--- config.mk ---
export PLATFORM = sky130hd
export DESIGN_NAME = kpd_mode_ctrl
export DESIGN_NICKNAME = d
export VERILOG_FILES = /design/src/pkg/kpd_pkg.sv /design/src/core/kpd_mode_ctrl.sv
export SDC_FILE = /design/constraint.sdc
export NUM_CORES = 1
export LEC_CHECK = 0
export ABC_CLOCK_PERIOD_IN_PS = 7400
export BUFFER_PORTS_ARGS = -buffer_cell sky130_fd_sc_hd__buf_4
export CORE_MARGIN = 2
export CORE_UTILIZATION = 50
export DETAILED_ROUTE_END_ITERATION = 12
export PLACE_DENSITY = 0.73
export SKIP_CTS_REPAIR_TIMING = 1
export SYNTH_ARGS = -nofsm -noshare
export SYNTH_HDL_FRONTEND = slang
export SYNTH_SLANG_ARGS = --single-unit
--- constraint.sdc ---
create_clock -name clk_sys -period 7.4 [get_ports clk_sys]
set_input_delay 1.85 -clock clk_sys [delete_from_list [all_inputs] [get_ports clk_sys]]
set_output_delay 1.85 -clock clk_sys [all_outputs]
set_load 0.005 [all_outputs]
--- src/pkg/kpd_pkg.sv ---
package kpd_pkg;
  // ----------------------------------------
  // Timing
  // ----------------------------------------
  localparam int unsigned CLK_KHZ   = 200000;
  localparam int unsigned T_SHOW_MS = 1000;
  localparam int unsigned T_IDLE_MS = 20000;
  localparam int unsigned T_HOLD_MS = 2000;
  localparam int unsigned T_DB_MS   = 10;
  localparam int unsigned SHOW_CYC  = T_SHOW_MS * CLK_KHZ;
  localparam int unsigned IDLE_CYC  = T_IDLE_MS * CLK_KHZ;
  localparam int unsigned HOLD_CYC  = T_HOLD_MS * CLK_KHZ;
  localparam int unsigned DB_CYC    = T_DB_MS * CLK_KHZ;
  // ----------------------------------------
  // Keys, limits, codes
  // ----------------------------------------
  localparam int K_MODE  = 0;
  localparam int K_SHIFT = 1;
  localparam int K_UP    = 2;
  localparam int K_DOWN  = 3;
  localparam int K_SET   = 4;
  localparam int NKEY    = 5;
  localparam int NDIG    = 5;
  localparam logic [4:0] MON_MAX = 5'h12;
  localparam logic [3:0] GRP_MAX = 4'h4;
  localparam logic [7:0] IDX_MAX = 8'h63;
  localparam logic [3:0] DEC_MAX = 4'h9;
  localparam logic [2:0] CUR_MAX = 3'h4;
  localparam logic [4:0] CH_A     = 5'h10;
  localparam logic [4:0] CH_L     = 5'h11;
  localparam logic [4:0] CH_P     = 5'h12;
  localparam logic [4:0] CH_DASH  = 5'h13;
  localparam logic [4:0] CH_BLANK = 5'h14;
  localparam logic [4:0] CH_C     = 5'h15;
  localparam logic [4:0] CH_R     = 5'h16;
  localparam logic [2:0] RES_SAVED = 3'h0;
  localparam logic [2:0] RES_RO    = 3'h1;
  localparam logic [2:0] RES_LOCK  = 3'h2;
  localparam logic [2:0] RES_RANGE = 3'h3;
  localparam logic [2:0] RES_SVON  = 3'h4;
  localparam logic [2:0] RES_RESTART = 3'h5;
  localparam int DP_LOW  = 0;
  localparam int DP_HIGH = 1;
  localparam int DP_NEG0 = 3;
  localparam int DP_NEG1 = 4;
  typedef enum logic [6:0] {
    ST_BOOT = 7'h01, ST_MON = 7'h02, ST_PAR = 7'h04, ST_SET = 7'h08,
    ST_WAIT = 7'h10, ST_RES = 7'h20, ST_FLT = 7'h40
  } mode_t;
endpackage

--- src/core/kpd_mode_ctrl.sv ---
`timescale 1ns/1ps
module kpd_mode_ctrl
  import kpd_pkg::*;
#(
  parameter int unsigned P_SHOW = SHOW_CYC,
  parameter int unsigned P_IDLE = IDLE_CYC,
  parameter int unsigned P_HOLD = HOLD_CYC,
  parameter int unsigned P_DB   = DB_CYC
)(
  // Clock and reset
  input  wire logic        clk_sys,
  input  wire logic        rst_n,
  // Raw keys, high while pressed
  input  wire logic [4:0]  key_raw,
  // Drive status
  input  wire logic        alarm_in,
  input  wire logic [11:0] fault_code,
  input  wire logic        diag_active,
  // Monitored value
  input  wire logic [31:0] val_bin,
  input  wire logic [39:0] val_bcd,
  input  wire logic        val_neg,
  input  wire logic        val_is32,
  // Selected parameter
  input  wire logic [19:0] par_bcd,
  input  wire logic        par_neg,
  input  wire logic        par_sign_ok,
  // Save handshake
  input  wire logic        save_done,
  input  wire logic [2:0]  save_result,
  output logic             save_req_q,
  output logic [19:0]      save_bcd_q,
  output logic             save_neg_q,
  output logic             diag_exec_q,
  // Selections
  output mode_t            st_q,
  output logic [4:0]       mon_sel_q,
  output logic [3:0]       grp_q,
  output logic [7:0]       idx_q,
  output logic             hex_q,
  output logic             half_q,
  // Display
  output logic [24:0]      disp_ch_q,
  output logic [4:0]       disp_dp_q,
  output logic [4:0]       disp_blink_q
);
  // ----------------------------------------
  // Key conditioning
  // ----------------------------------------
  logic [4:0] press;
  logic [4:0] lvl;
  genvar k;
  for (k = 0; k < NKEY; k++)
  begin : g_key
    logic        s1_q, s2_q, stab_q, pr_q;
    logic [31:0] cnt_q;
    wire         flip = (cnt_q == P_DB - 1);
    always_ff @(posedge clk_sys or negedge rst_n)
    begin
      if (!rst_n)
      begin
        s1_q   <= 1'b0;
        s2_q   <= 1'b0;
        stab_q <= 1'b0;
        pr_q   <= 1'b0;
        cnt_q  <= '0;
      end
      else
      begin
        s1_q   <= key_raw[k];
        s2_q   <= s1_q;
        // Bounce resets the count, so a press needs a quiet interval
        cnt_q  <= (s2_q == stab_q || flip) ? '0 : cnt_q + 32'h1;
        stab_q <= flip ? s2_q : stab_q;
        pr_q   <= flip && s2_q && !stab_q;
      end
    end
    assign press[k] = pr_q;
    assign lvl[k]   = stab_q;
  end

  // ----------------------------------------
  // Helpers
  // ----------------------------------------
  function automatic logic [3:0] dig_step(input logic [3:0] d, input logic up);
    if (up)
      dig_step = (d >= DEC_MAX) ? 4'h0 : d + 4'h1;
    else
      dig_step = (d == 4'h0) ? DEC_MAX : d - 4'h1;
  endfunction

  function automatic logic [4:0] hx(input logic [3:0] d);
    hx = {1'b0, d};
  endfunction

  // ----------------------------------------
  // Mode sequencing
  // ----------------------------------------
  logic [31:0] tmr_q, idle_q, hold_q;
  logic        alarm_d1_q, sym_q, neg_q;
  logic [2:0]  cur_q, res_q;
  logic [19:0] edit_q;
  mode_t       st_d;

  wire p_mode = press[K_MODE];
  wire p_sh   = press[K_SHIFT];
  wire p_up   = press[K_UP];
  wire p_dn   = press[K_DOWN];
  wire p_set  = press[K_SET];
  wire tmr_done  = (tmr_q == 32'h0);
  wire alarm_new = alarm_in && !alarm_d1_q;
  wire idle_hit  = alarm_in && (idle_q == P_IDLE - 1)
                   && st_q != ST_FLT && st_q != ST_BOOT;
  wire ovr       = alarm_new || idle_hit;
  wire in_mon    = st_q == ST_MON;
  wire in_par    = st_q == ST_PAR;
  wire in_set    = st_q == ST_SET;
  wire hold_fire = in_set && lvl[K_SHIFT] && (hold_q == P_HOLD - 1);

  always_comb
  begin
    st_d = st_q;
    if (ovr)
      st_d = ST_FLT;
    else
      case (st_q)
        ST_BOOT: if (tmr_done) st_d = ST_MON;
        ST_MON:  if (p_mode) st_d = ST_PAR;
        ST_PAR:
        begin
          if (p_mode)
            st_d = ST_MON;
          else if (p_set)
            st_d = ST_SET;
        end
        ST_SET:
        begin
          if (p_mode)
            st_d = ST_PAR;
          else if (p_set && !diag_active)
            st_d = ST_WAIT;
        end
        ST_WAIT: if (save_done) st_d = ST_RES;
        ST_RES:  if (tmr_done) st_d = ST_PAR;
        ST_FLT:  if (p_mode) st_d = ST_MON;
        default: st_d = ST_MON;
      endcase
  end

  // Edited digits, one nibble per position
  logic [19:0] edit_nx;
  genvar i;
  for (i = 0; i < NDIG; i++)
  begin : g_dig
    assign edit_nx[4*i +: 4] = (in_set && cur_q == i && (p_up || p_dn))
                               ? dig_step(edit_q[4*i +: 4], p_up)
                               : edit_q[4*i +: 4];
  end

  wire load_tmr = (st_d == ST_RES && st_q != ST_RES)
                  || (in_mon && !ovr && (p_up || p_dn));

  always_ff @(posedge clk_sys or negedge rst_n)
  begin
    if (!rst_n)
    begin
      st_q       <= ST_BOOT;
      tmr_q      <= P_SHOW - 1;
      alarm_d1_q <= 1'b0;
      idle_q     <= '0;
      hold_q     <= '0;
      sym_q      <= 1'b0;
    end
    else
    begin
      st_q       <= st_d;
      alarm_d1_q <= alarm_in;
      tmr_q      <= load_tmr ? P_SHOW - 1 : (tmr_done ? tmr_q : tmr_q - 32'h1);
      // Count quiet time only outside fault mode
      idle_q     <= (|press || st_q == ST_FLT) ? '0
                    : (idle_q == P_IDLE - 1 ? idle_q : idle_q + 32'h1);
      hold_q     <= (in_set && lvl[K_SHIFT])
                    ? (hold_q == P_HOLD ? hold_q : hold_q + 32'h1) : '0;
      sym_q      <= (in_mon && (p_up || p_dn)) ? 1'b1 : (tmr_done ? 1'b0 : sym_q);
    end
  end

  always_ff @(posedge clk_sys or negedge rst_n)
  begin
    if (!rst_n)
    begin
      mon_sel_q <= '0;
      hex_q     <= 1'b0;
      half_q    <= 1'b0;
      grp_q     <= '0;
      idx_q     <= '0;
      cur_q     <= '0;
      edit_q    <= '0;
      neg_q     <= 1'b0;
      res_q     <= RES_SAVED;
    end
    else
    begin
      if (in_mon && !ovr && p_up)
        mon_sel_q <= (mon_sel_q == MON_MAX) ? 5'h0 : mon_sel_q + 5'h1;
      else if (in_mon && !ovr && p_dn)
        mon_sel_q <= (mon_sel_q == 5'h0) ? MON_MAX : mon_sel_q - 5'h1;
      hex_q  <= hex_q ^ (in_mon && !ovr && p_set);
      half_q <= half_q ^ (in_mon && !ovr && p_sh);
      if (in_par && p_sh)
        grp_q <= (grp_q == GRP_MAX) ? 4'h0 : grp_q + 4'h1;
      if (in_par && p_up)
        idx_q <= (idx_q == IDX_MAX) ? 8'h0 : idx_q + 8'h1;
      else if (in_par && p_dn)
        idx_q <= (idx_q == 8'h0) ? IDX_MAX : idx_q - 8'h1;
      if (in_par && st_d == ST_SET)
      begin
        edit_q <= par_bcd;
        neg_q  <= par_neg;
        cur_q  <= '0;
      end
      else
      begin
        edit_q <= edit_nx;
        cur_q  <= (in_set && p_sh) ? (cur_q == CUR_MAX ? 3'h0 : cur_q + 3'h1) : cur_q;
        // Sign flip refused when the drive reports it would leave the range
        neg_q  <= neg_q ^ (hold_fire && par_sign_ok);
      end
      if (st_q == ST_WAIT && save_done)
        res_q <= save_result;
    end
  end

  // ----------------------------------------
  // Save and diagnosis strobes
  // ----------------------------------------
  always_ff @(posedge clk_sys or negedge rst_n)
  begin
    if (!rst_n)
    begin
      save_req_q  <= 1'b0;
      diag_exec_q <= 1'b0;
      save_bcd_q  <= '0;
      save_neg_q  <= 1'b0;
    end
    else
    begin
      save_req_q  <= in_set && !ovr && p_set && !p_mode && !diag_active;
      diag_exec_q <= in_set && !ovr && p_set && !p_mode && diag_active;
      if (in_set && p_set)
      begin
        save_bcd_q <= edit_q;
        save_neg_q <= neg_q;
      end
    end
  end

  // ----------------------------------------
  // Display composition
  // ----------------------------------------
  logic [24:0] ch_d;
  logic [4:0]  dp_d, bl_d;
  wire [15:0]  hx_half = half_q ? val_bin[31:16] : val_bin[15:0];
  wire [19:0]  dc_half = half_q ? val_bcd[39:20] : val_bcd[19:0];
  wire [24:0]  sym_ch  = {CH_C, CH_DASH, CH_BLANK, hx({3'h0, mon_sel_q[4]}),
                          hx(mon_sel_q[3:0])};

  always_comb
  begin
    ch_d = {NDIG{CH_DASH}};
    dp_d = '0;
    bl_d = '0;
    case (st_q)
      ST_BOOT: ch_d = sym_ch;
      ST_MON:
      begin
        if (sym_q)
          ch_d = sym_ch;
        else if (hex_q)
          ch_d = {CH_BLANK, hx(hx_half[15:12]), hx(hx_half[11:8]),
                  hx(hx_half[7:4]), hx(hx_half[3:0])};
        else
        begin
          ch_d = {hx(dc_half[19:16]), hx(dc_half[15:12]), hx(dc_half[11:8]),
                  hx(dc_half[7:4]), hx(dc_half[3:0])};
          dp_d[DP_LOW]  = val_is32 && !half_q;
          dp_d[DP_HIGH] = val_is32 && half_q;
          dp_d[DP_NEG0] = val_neg;
          dp_d[DP_NEG1] = val_neg;
        end
      end
      ST_PAR: ch_d = {CH_P, hx(grp_q), CH_DASH, hx(idx_q[7:4]), hx(idx_q[3:0])};
      ST_SET:
      begin
        ch_d = {hx(edit_q[19:16]), hx(edit_q[15:12]), hx(edit_q[11:8]),
                hx(edit_q[7:4]), hx(edit_q[3:0])};
        bl_d[cur_q] = 1'b1;
        dp_d[DP_NEG0] = neg_q;
        dp_d[DP_NEG1] = neg_q;
      end
      ST_RES: ch_d = {CH_R, CH_DASH, CH_BLANK, CH_BLANK, hx({1'b0, res_q})};
      ST_FLT: ch_d = {CH_A, CH_L, hx(fault_code[11:8]), hx(fault_code[7:4]),
                      hx(fault_code[3:0])};
      default: ch_d = {NDIG{CH_DASH}};
    endcase
  end

  always_ff @(posedge clk_sys or negedge rst_n)
  begin
    if (!rst_n)
    begin
      disp_ch_q    <= {NDIG{CH_BLANK}};
      disp_dp_q    <= '0;
      disp_blink_q <= '0;
    end
    else
    begin
      disp_ch_q    <= ch_d;
      disp_dp_q    <= dp_d;
      disp_blink_q <= bl_d;
    end
  end

  // ----------------------------------------
  // Assertions
  // ----------------------------------------
  a_boot_exit: assert property (@(posedge clk_sys) disable iff (!rst_n)
    st_q == ST_BOOT && tmr_done && !ovr |=> st_q == ST_MON)
    else $error("boot did not enter monitor");
  a_mode_swap: assert property (@(posedge clk_sys) disable iff (!rst_n)
    in_mon && p_mode && !ovr |=> st_q == ST_PAR ##0 $past(st_q, 2) != ST_PAR)
    else $error("mode key did not reach parameters");
  a_alarm_fault: assert property (@(posedge clk_sys) disable iff (!rst_n)
    $rose(alarm_in) |=> st_q == ST_FLT)
    else $error("alarm did not force fault mode");
  a_fault_exit: assert property (@(posedge clk_sys) disable iff (!rst_n)
    st_q == ST_FLT && p_mode && !ovr |=> st_q == ST_MON)
    else $error("mode key did not leave fault");
  a_idle_return: assert property (@(posedge clk_sys) disable iff (!rst_n)
    idle_hit |=> st_q == ST_FLT ##1 idle_q == 32'h0)
    else $error("idle alarm did not return to fault");
  a_set_enter: assert property (@(posedge clk_sys) disable iff (!rst_n)
    in_par && p_set && !p_mode && !ovr |=> in_set && edit_q == $past(par_bcd))
    else $error("setting mode not loaded");
  a_edit_discard: assert property (@(posedge clk_sys) disable iff (!rst_n)
    in_set && p_mode && !ovr |=> st_q == ST_PAR ##1 !save_req_q)
    else $error("discarded edit was saved");
  a_save_cause: assert property (@(posedge clk_sys) disable iff (!rst_n)
    save_req_q |-> $past(in_set && p_set) && save_bcd_q == $past(edit_q))
    else $error("save without set key");
  a_hex_toggle: assert property (@(posedge clk_sys) disable iff (!rst_n)
    in_mon && p_set && !ovr |=> hex_q != $past(hex_q))
    else $error("set did not toggle radix");
  a_result_time: assert property (@(posedge clk_sys) disable iff (!rst_n)
    st_q == ST_WAIT && save_done && !ovr |=> st_q == ST_RES && tmr_q == P_SHOW - 1)
    else $error("result shown without full timer");
  a_press_once: assert property (@(posedge clk_sys) disable iff (!rst_n)
    press[K_SET] |=> !press[K_SET] [*2])
    else $error("one press gave two events");
endmodule

== Yosys cells after proc, flatten, opt, wreduce, memory -nomap -nowiden ==
Index checks and enable logic that the tools add are counted.

* ROM bits: 0
* Output and inout port bits: 84
* Word-level logic and storage cells: 281
* Memories kept: 0
* Input port bits: 121
* Bits in latches: 0
* Memory bits (writable): 0
* Flip-flop bits (word level): 388

* $add $sub $neg: 24
* Bitwise logic cells: 3
* Eq/ne operators: 35
* Muxes and demuxes: 72
* Order comparisons: 7
* Shift-type cells: 0
* Divide/modulo/power cells: 0
* $mul: 0
* Reduce and logical (&&, ||, !) cells: 89

{| class="wikitable"
|+ Operators by type and width
! cell !! number
|-
| $mux 32 || 11
|-
| $add 32x1->32 const B || 7
|-
| $eq 32x21->1 const B || 5
|-
| $pmux 25 s6 || 1
|-
| $mux 4 || 21
|-
| $mux 7 || 10
|-
| $eq 32x29->1 const B || 2
|-
| $logic_and 1x1->1 || 51
|-
| $mux 25 || 2
|-
| $pmux 7 s7 || 1
|-
| $mux 20 || 2
|-
| $eq 32x32->1 const B || 1
|-
| $logic_not 32->1 || 1
|-
| $mux 8 || 4
|-
| $sub 32x1->32 const B || 1
|-
| $mux 5 || 5
|-
| $add 4x1->4 const B || 6
|-
| $ge 4x4->1 const B || 5
|-
| $logic_not 4->1 || 5
|-
| $sub 4x1->4 const B || 5
|-
| $reduce_bool 2->1 || 9
|-
| $mux 16 || 1
|-
| $eq 7x4->1 const B || 2
|-
| $eq 7x6->1 const B || 2
|-
| other kinds (36) || 70
|}

== Longest topological paths before layout ==
Gate-level depths: netlist (run 1).

* Depth after elaboration: 10
* Gate-level depth with buffers: 9
* Gate-level depth less buffers: 9

== Worst setup path after synthesis (run 1) ==
No wires, ideal clock.

* Path kind: input port to flip-flop
* From: input port alarm_in
* To: register neg_q
* Arrival: 3.269 ns
* Setup time: 0.125 ns
* Path buffers: 1
* Required time: 7.275 ns
* Cell stages on the path: 5
* Slack: 4.006 ns
* Cell sequence: nor2b_1 > a41o_1 > nor3b_1 > clkbuf_1 > mux2_2

* Word-level cells in the longest chain between the ends: 8

{| class="wikitable"
|+ RTL lines
! what !! RTL line !! source
|-
| start: declaration || kpd_mode_ctrl.sv:16 || <nowiki>input wire logic alarm_in,</nowiki>
|-
| $logic_and 1x1->1 || kpd_mode_ctrl.sv:112 || <nowiki>wire idle_hit = alarm_in && (idle_q == P_IDLE - 1)</nowiki>
|-
| $logic_and 1x1->1 (2 in series) || kpd_mode_ctrl.sv:113 || <nowiki>&& st_q != ST_FLT && st_q != ST_BOOT;</nowiki>
|-
| $logic_or 1x1->1 (*) || kpd_mode_ctrl.sv:114 || <nowiki>wire ovr = alarm_new || idle_hit;</nowiki>
|-
| $mux 7 (*) || kpd_mode_ctrl.sv:123 || <nowiki>if (ovr)</nowiki>
|-
| $eq 7x4->1 (*) || kpd_mode_ctrl.sv:216 || <nowiki>if (in_par && st_d == ST_SET)</nowiki>
|-
| $logic_and 1x1->1 (*) || kpd_mode_ctrl.sv:216 ||
|-
| $mux 1 (*) || kpd_mode_ctrl.sv:216 ||
|-
| end signal: assignment || kpd_mode_ctrl.sv:219 || <nowiki>neg_q <= par_neg;</nowiki>
|-
| end signal: assignment || kpd_mode_ctrl.sv:227 || <nowiki>neg_q <= neg_q ^ (hold_fire && par_sign_ok);</nowiki>
|-
| end: declaration || kpd_mode_ctrl.sv:100 || <nowiki>logic alarm_d1_q, sym_q, neg_q;</nowiki>
|}

Every way passes the cells marked *; elsewhere a longest branch is shown, timed or not.
A chain may end at the register's enable or synchronous reset.

== Worst setup path after layout (run 1) ==
* From: register idle_q[28]
* To: register tmr_q[9]

* Word-level cells in the longest chain between the ends: 10

{| class="wikitable"
|+ RTL lines
! what !! RTL line !! source
|-
| start: declaration || kpd_mode_ctrl.sv:99 || <nowiki>logic [31:0] tmr_q, idle_q, hold_q;</nowiki>
|-
| start signal: assignment || kpd_mode_ctrl.sv:180 || <nowiki>idle_q <= (|press || st_q == ST_FLT) ? '0</nowiki>
|-
| $eq 32x32->1 (*) || kpd_mode_ctrl.sv:112 ||
|-
| $logic_and 1x1->1 (*) || kpd_mode_ctrl.sv:112 ||
|-
| $logic_and 1x1->1 (*) (2 in series) || kpd_mode_ctrl.sv:113 ||
|-
| $logic_or 1x1->1 (*) || kpd_mode_ctrl.sv:114 ||
|-
| $mux 7 / $logic_not 1->1 (equally long branches) || kpd_mode_ctrl.sv:123, kpd_mode_ctrl.sv:161 ||
|-
| $eq 7x6->1 / $logic_and 1x1->1 (equally long branches) || kpd_mode_ctrl.sv:160, kpd_mode_ctrl.sv:161 ||
|-
| $logic_and 1x1->1, on equally long branches || kpd_mode_ctrl.sv:160, kpd_mode_ctrl.sv:161 ||
|-
| $logic_or 1x1->1 (*) || kpd_mode_ctrl.sv:161 || <nowiki>|| (in_mon && !ovr && (p_up || p_dn));</nowiki>
|-
| $ne 2x1->1 (no source line) / $mux 32 (equally long branches) || - ||
|-
| end signal: assignment || kpd_mode_ctrl.sv:168 || <nowiki>tmr_q <= P_SHOW - 1;</nowiki>
|-
| end signal: assignment || kpd_mode_ctrl.sv:178 || <nowiki>tmr_q <= load_tmr ? P_SHOW - 1 : (tmr_done ? tmr_q : tmr_q - 32'h1);</nowiki>
|-
| end: declaration || kpd_mode_ctrl.sv:99 ||
|}

Marked as above.

==> results.txt, run 1 <==
Via-to-Cell Ratio: 5.75
Reg area: 0.00972 mm^2
initial core utilization: 0.506
minimum clock period: 3.73 ns
cell count of the worst hold path: 0
relative slew slack: 0.154
ys async rst share: 1.00
syn nets: 2267
YS warnings: 0
IO Port Bufs: 203
Worst-Margin Slew: 1.27 ns
detailed placement HPWL: 36800 um
GRT Util Overall: 0.250
Reg2Reg Depth: 7
crit path capture type: flop
type of the worst min-delay path: reg -> reg
Num CTS Buffers: 43
fmax: 0.268 GHz
synthesis-to-layout area growth: 17.5%
clock sinks: 387
startpoint types: flop
critical path data required time: 7.89 ns
worst clock skew: 0.0228 ns
maximum clock path buffer count: 3
outcome: finished clean
Max-Cap Viols: 0
Max VDD drop: 0.201 mV
Die Span X: 204 um
period utilization: 0.504
largest net degree at the start of global routing: 150
core area: 0.0396 mm^2
Die H: 204 um
max-slew violations: 0
Crit Path Category: reg -> reg
Final GP Congestion: 0.951
root buf cell: clkbuf_16
Area after DPL: 0.0220 mm^2
total wire length: 51800 um
PwrDens: 220 mW/mm^2
CP max FO: 32
number of synthesized flops with an enable pin: 0
DR vias: 16302
final net count: 2434
Place WS: 3.12 ns
FILL cells: 3348
RSZ-0062 raised after global routing: no
Leak: 10.2 nW
layout cell share with drive strength beyond 1: 0.163
synthesized area: 0.0201 mm^2
Seq/Total Area, Yosys: 0.485
GR Overflow Total: 0
most frequent cells in the layout: 356 x dfrtp_1, 312 x nor2_1, 211 x buf_4, 180 x nand2_1, 137 x xor2_1
synth unique cells: 80
hold_ws: 0.346 ns
commonest register cell after synthesis: dfrtp_1
number of top-level pins: 205
Hold Vio Cnt, Final: 0
final instance area: 0.0236 mm^2
WP data arrival: 4.22 ns
drt pass-1 iters: 7
clock transition at the registers of the reported paths: 0.06 ns
cells after synthesis: 2109
Synth Register Bits: 387
H-tree depth: 2
first-pass GRT wire length: 84200 um
DIE AREA: 0.0418 mm^2
initial antenna violation count: 2
most common cell after layout, fill and taps aside: dfrtp_1
vias in the first global route: 16325
FP Rows: 73
final setup violation count: 0
drc violations: 0
Synth Area per Inst: 9.51 um^2
TNS Setup: 0 ns
Routed Antenna Nets: 0
initial DRC count: 1351
worst setup slack after layout: 3.67 ns
WL/cell: 18.3 um
clk_lat worst skew: 0.56 ns
footprint of the multi-input gates: 0.00975 mm^2
CTS tree: done
[final cells by class]
type,instances,share of cell area
Tap cell,525,0.0278
Sequential cell,387,0.412
Multi-Input combinational cell,1565,0.413
Clock inverter,23,0.0146
Clock buffer,56,0.0520
Antenna cell,1,0.000106
Timing Repair Buffer,214,0.0695
Inverter,65,0.0103
[synthesized netlist by cell type (4+ instances only)]
cell	number	area (um^2)
a211oi_1	6	45.0
a21oi_1	77	385
a222oi_1	11	110
a22oi_1	9	67.6
a311oi_1	5	43.8
a31oi_1	11	68.8
and2_1	16	100
and3_1	40	250
and3b_1	4	35.0
and4_1	19	166
buf_1	9	33.8
buf_2	4	20.0
clkbuf_1	76	285
dfrtp_1	356	8910
dfstp_2	31	815
ha_1	37	463
inv_1	64	240
mux2_2	17	191
mux2i_1	7	70.1
mux4_2	17	383
nand2_1	180	676
nand2b_1	16	100
nand3_1	124	621
nand4_1	58	363
nand4b_1	4	35.0
nor2_1	312	1170
nor2b_1	16	100
nor3_1	46	230
nor3b_1	8	60.1
nor4_1	46	288
nor4b_1	11	96.3
o211ai_1	8	60.1
o21ai_0	100	500
o22ai_1	7	43.8
or2_2	11	68.8
or3_1	32	200
or4_1	12	90.1
xnor2_1	98	858
xor2_1	137	1200
[power breakdown]
group / internal (mW) / total, mW / leakage [nW] / switching [mW]
combinational: 0.229 / 0.554 / 4.34 / 0.325
clock: 1.48 / 2.35 / 0.778 / 0.865
sequential: 2.22 / 2.28 / 5.08 / 0.0589
total: 3.93 / 5.18 / 10.2 / 1.25
[routing by layer]
metal | vias to the layer above | GRT usage | wire [um]
met5 | - | 0 | 8
met4 | 2 | 0.117 | 2500
met3 | 125 | 0.0501 | 3460
met2 | 541 | 0.412 | 24200
met1 | 7922 | 0.317 | 21600
li1 | 7712 | - | -
[flip-flops by register name (all words and copies together), names as in the netlist, 5 cells and up]
name,flops
mon_sel_q,5
tmr_q,32
disp_blink_q,5
idx_q,8
g_key.s1_q,5
disp_ch_q,25
idle_q,32
g_key.stab_q,5
st_q,7
hold_q,32
edit_q,20
g_key.cnt_q,160
g_key.s2_q,5
g_key.pr_q,5
save_bcd_q,20
[worst paths after layout]
kind	slack, ns	startpoint	endpoint
min in group asynchronous	1.36	rst_n	save_bcd_q[1]$_DFFE_PN0P_
setup reg to reg	3.67	idle_q[28]$_DFFE_PN0P_	tmr_q[9]$_DFFE_PN0P_
hold reg to reg	0.35	g_key[0].s1_q$_DFF_PN0_	g_key[0].s2_q$_DFF_PN0_
hold / removal	0.35	g_key[0].s1_q$_DFF_PN0_	g_key[0].s2_q$_DFF_PN0_
max in group asynchronous	4.69	rst_n	g_key[4].cnt_q[23]$_DFF_PN0_
setup / recovery	3.67	idle_q[28]$_DFFE_PN0P_	tmr_q[9]$_DFFE_PN0P_
[per-stage QoR]
| stage | util | total power, mW | std cells |
|---|---|---|---|
| 2_1_floorplan | - | 2.57 | 2109 |
| 3_3_place_gp | 0.555 | 2.86 | 2756 |
| 3_5_place_dp | 0.555 | 2.87 | 2756 |
| 4_1_cts | 0.595 | 5.23 | 2835 |
| 5_1_grt | 0.595 | 5.38 | 2836 |
| 6_report | 0.595 | 5.18 | 2836 |
[worst max-delay path: stages, from the launching register on]
cell      delay [ns]
dfrtp_1         0.46
or4b_4          0.51
nor4_1          0.43
a41o_1          0.49
nand2b_1        0.40
nor2_8          0.09
a41oi_2         1.01
and2_1          0.28
[kinds of logic (layout without fill, tap and decap cells)]
family | count (synthesis) | after routing | share of synthesized area
flops | 387 | 387 | 0.485
other cells | 1 | 2 | 0.000187
fa+ha+maj | 37 | 37 | 0.0231
buf+inv | 157 | 358 | 0.0304
compound gates | 277 | 277 | 0.0852
xor+xnor | 235 | 235 | 0.103
mux | 41 | 41 | 0.0321
simple gates | 974 | 974 | 0.242
No activity file was read; power rests on OpenSTA's default activity.
==> run 2, diff against run 1 <==
ABC_AREA = 1   (was not set)
ABC_CLOCK_PERIOD_IN_PS = 3500   (was 7400)
clock period = 3.5 ns   (was 7.4 ns; I/O delays follow)
==> results.txt, run 2 <==
synthesized area: 0.0224 mm^2
startpoint types: flop
RSZ-0062 raised after global routing: no
final non-filler cell total: 3813
top post-synthesis cells by area: dfrtp_1 40%, nand2_1 10%, nor2_1 7.8%
Die H: 216 um
commonest cells in the netlist: 603 x nand2_1, 467 x nor2_1, 356 x dfrtp_1
total power: 10.2 mW
initial antenna violation count: 2
Max-Cap Viols: 0
H-tree depth: 2
r2r startpoint: st_q[3]$_DFF_PN0_
Critical path origin: st_q[3]$_DFF_PN0_
TNS Setup: 0 ns
WL/cell: 17.6 um
minimum clock period: 2.88 ns
DR vias: 21329
clk_lat worst skew: 0.58 ns
synthesis-to-layout area growth: 16.5%
IO Port Bufs: 203
period utilization: 0.823
final net count: 3343
PwrDens: 393 mW/mm^2
commonest register cell after synthesis: dfrtp_1
Leak: 11.5 nW
YS warnings: 0
largest net degree at the start of global routing: 78
WP data arrival: 3.35 ns
synth unique cells: 54
syn nets: 3137
maximum clock path buffer count: 3
ys async rst share: 1.00
Logic pwr share: 0.079
Max VDD drop: 0.377 mV
first-pass GRT wire length: 108000 um
final setup violation count: 0
Hold Vio Cnt, Final: 0
root buf cell: clkbuf_16
clock transition at the registers of the reported paths: 0.06 ns
drt pass-1 iters: 5
cells after synthesis: 2979
Clock power frac: 0.457
core area: 0.0442 mm^2
FP Rows: 77
most common cell after layout, fill and taps aside: nand2_1
Routed Antenna Nets: 0
Seq/Total Area, Yosys: 0.435
Die Span X: 216 um
Placed Cells: 3731
Via-to-Cell Ratio: 5.59
Synth Area per Inst: 7.51 um^2
hold_ws: 0.316 ns
number of synthesized flops with an enable pin: 0
count leader, synth: nand2_1
CP max FO: 35
initial DRC count: 1928
Layout Utilization: 0.589
GRT Util Overall: 0.287
most frequent cells in the layout: 603 x nand2_1, 467 x nor2_1, 356 x dfrtp_1, 333 x inv_1, 224 x buf_4
Num CTS Buffers: 44
Reg power frac: 0.464
detailed placement HPWL: 51000 um
Crit Path Category: reg -> reg
post-synth top area cell: dfrtp_1
Sw Share: 0.248
vias in the first global route: 20583
initial core utilization: 0.506
clock sinks: 387
Synth Register Bits: 387
fmax: 0.347 GHz
critical path data required time: 3.97 ns
crit path capture type: flop
switching power: 2.54 mW
P_int: 7.70 mW
GR Overflow Total: 0
layout cell share with drive strength beyond 1: 0.117
DIE AREA: 0.0464 mm^2
CTS tree: done
Final GP Congestion: 0.968
Synth top area share: 0.398
number of top-level pins: 205
drc violations: 0
type of the worst min-delay path: in -> async
max-slew violations: 0
relative slew slack: 0.260
max FFs per register: 160
Worst-Margin Slew: 1.11 ns
worst clock skew: 0.0216 ns
outcome: finished clean
total wire length: 67200 um
Biggest register: g_key.cnt_q
==> run 2: cell types whose count changed in the layout (fill, tap and decap cells not counted), sizes merged, moves of 61 or more <==
| cell | change |
|---|---|
| nand2 | +432 |
| xnor2 | -63 |
| nor3 | +129 |
| nor2 | +161 |
| inv | +282 |
| nand4 | +72 |
| o21ai | +61 |
==> run 2: worst paths after layout <==
check	endpoint	slack, ns	cells after the start
setup / recovery	edit_q[2]$_DFFE_PN0P_	0.62	13
max in group asynchronous	tmr_q[15]$_DFFE_PN1P_	2.37	2
hold reg to reg	g_key[0].s2_q$_DFF_PN0_	0.35	0
hold / removal	save_bcd_q[9]$_DFFE_PN0P_	0.32	1
setup reg to reg	edit_q[2]$_DFFE_PN0P_	0.62	13
min in group clk_sys	g_key[0].s2_q$_DFF_PN0_	0.35	0
==> run 2: logic make-up (layout without fill, tap and decap cells) <==
group | Yosys count | after routing | synth area share
AO/OA/AOI/OAI | 318 | 318 | 0.0797
XOR/XNOR | 145 | 145 | 0.0568
buffers and inverters | 416 | 657 | 0.0722
flip-flops | 387 | 387 | 0.435
AND/OR/NAND/NOR | 1671 | 1671 | 0.334
adder cells (fa/ha/maj) | 37 | 37 | 0.0207
multiplexers | 4 | 4 | 0.00196
other | 1 | 2 | 0.000168
==> run 2: power by group through the flow <==
| stage | Sequential (mW) | Combinational (mW) | Clock [mW] |
|---|---|---|---|
| 2_1_floorplan | 4.79 | 0.310 | 0 |
| 3_3_place_gp | 4.82 | 0.798 | 0 |
| 3_5_place_dp | 4.83 | 0.814 | 0 |
| 4_1_cts | 4.75 | 0.816 | 4.78 |
| 5_1_grt | 4.76 | 0.882 | 4.96 |
| 6_report | 4.75 | 0.806 | 4.68 |
==> run 2: routing by layer <==
metal / up-vias / track usage / wire length [um]
li1: 10306 / - / -
met1: 10149 / 0.383 / 29500
met2: 743 / 0.478 / 31400
met3: 127 / 0.0395 / 4020
met4: 4 / 0.108 / 2230
met5: - / 0 / 20
==> run 2: stage by stage <==
stage               worst slack (ns)  area (um^2)
floorplan                       1.67        22400
global placement               0.742        24600
detailed placement             0.622        24600
CTS                            0.606        26100
global route                   0.353        26100
finish                         0.621        26100
==> run 2: critical path, stage by stage (launching register included) <==
cell     delay [ns]
dfrtp_1        0.43
nor2_1         0.24
nand2_1        0.10
nor2_2         0.22
nor2_1         0.12
nand3_1        0.10
nand2_1        0.08
nand2_4        0.31
nand3_2        0.54
buf_4          0.36
nand2_4        0.08
inv_2          0.06
nand2_1        0.05
nand2_1        0.06
==> run 2: layout make-up <==
type	count	area (um^2)
fillers	4040	18200
multi-input cells	2176	11000
flip-flops and latches	387	9720
repair buffers	230	1800
inverters	346	1300
clock buffers	63	1290
well taps	592	741
clock inverters	18	169
diodes	1	2.50
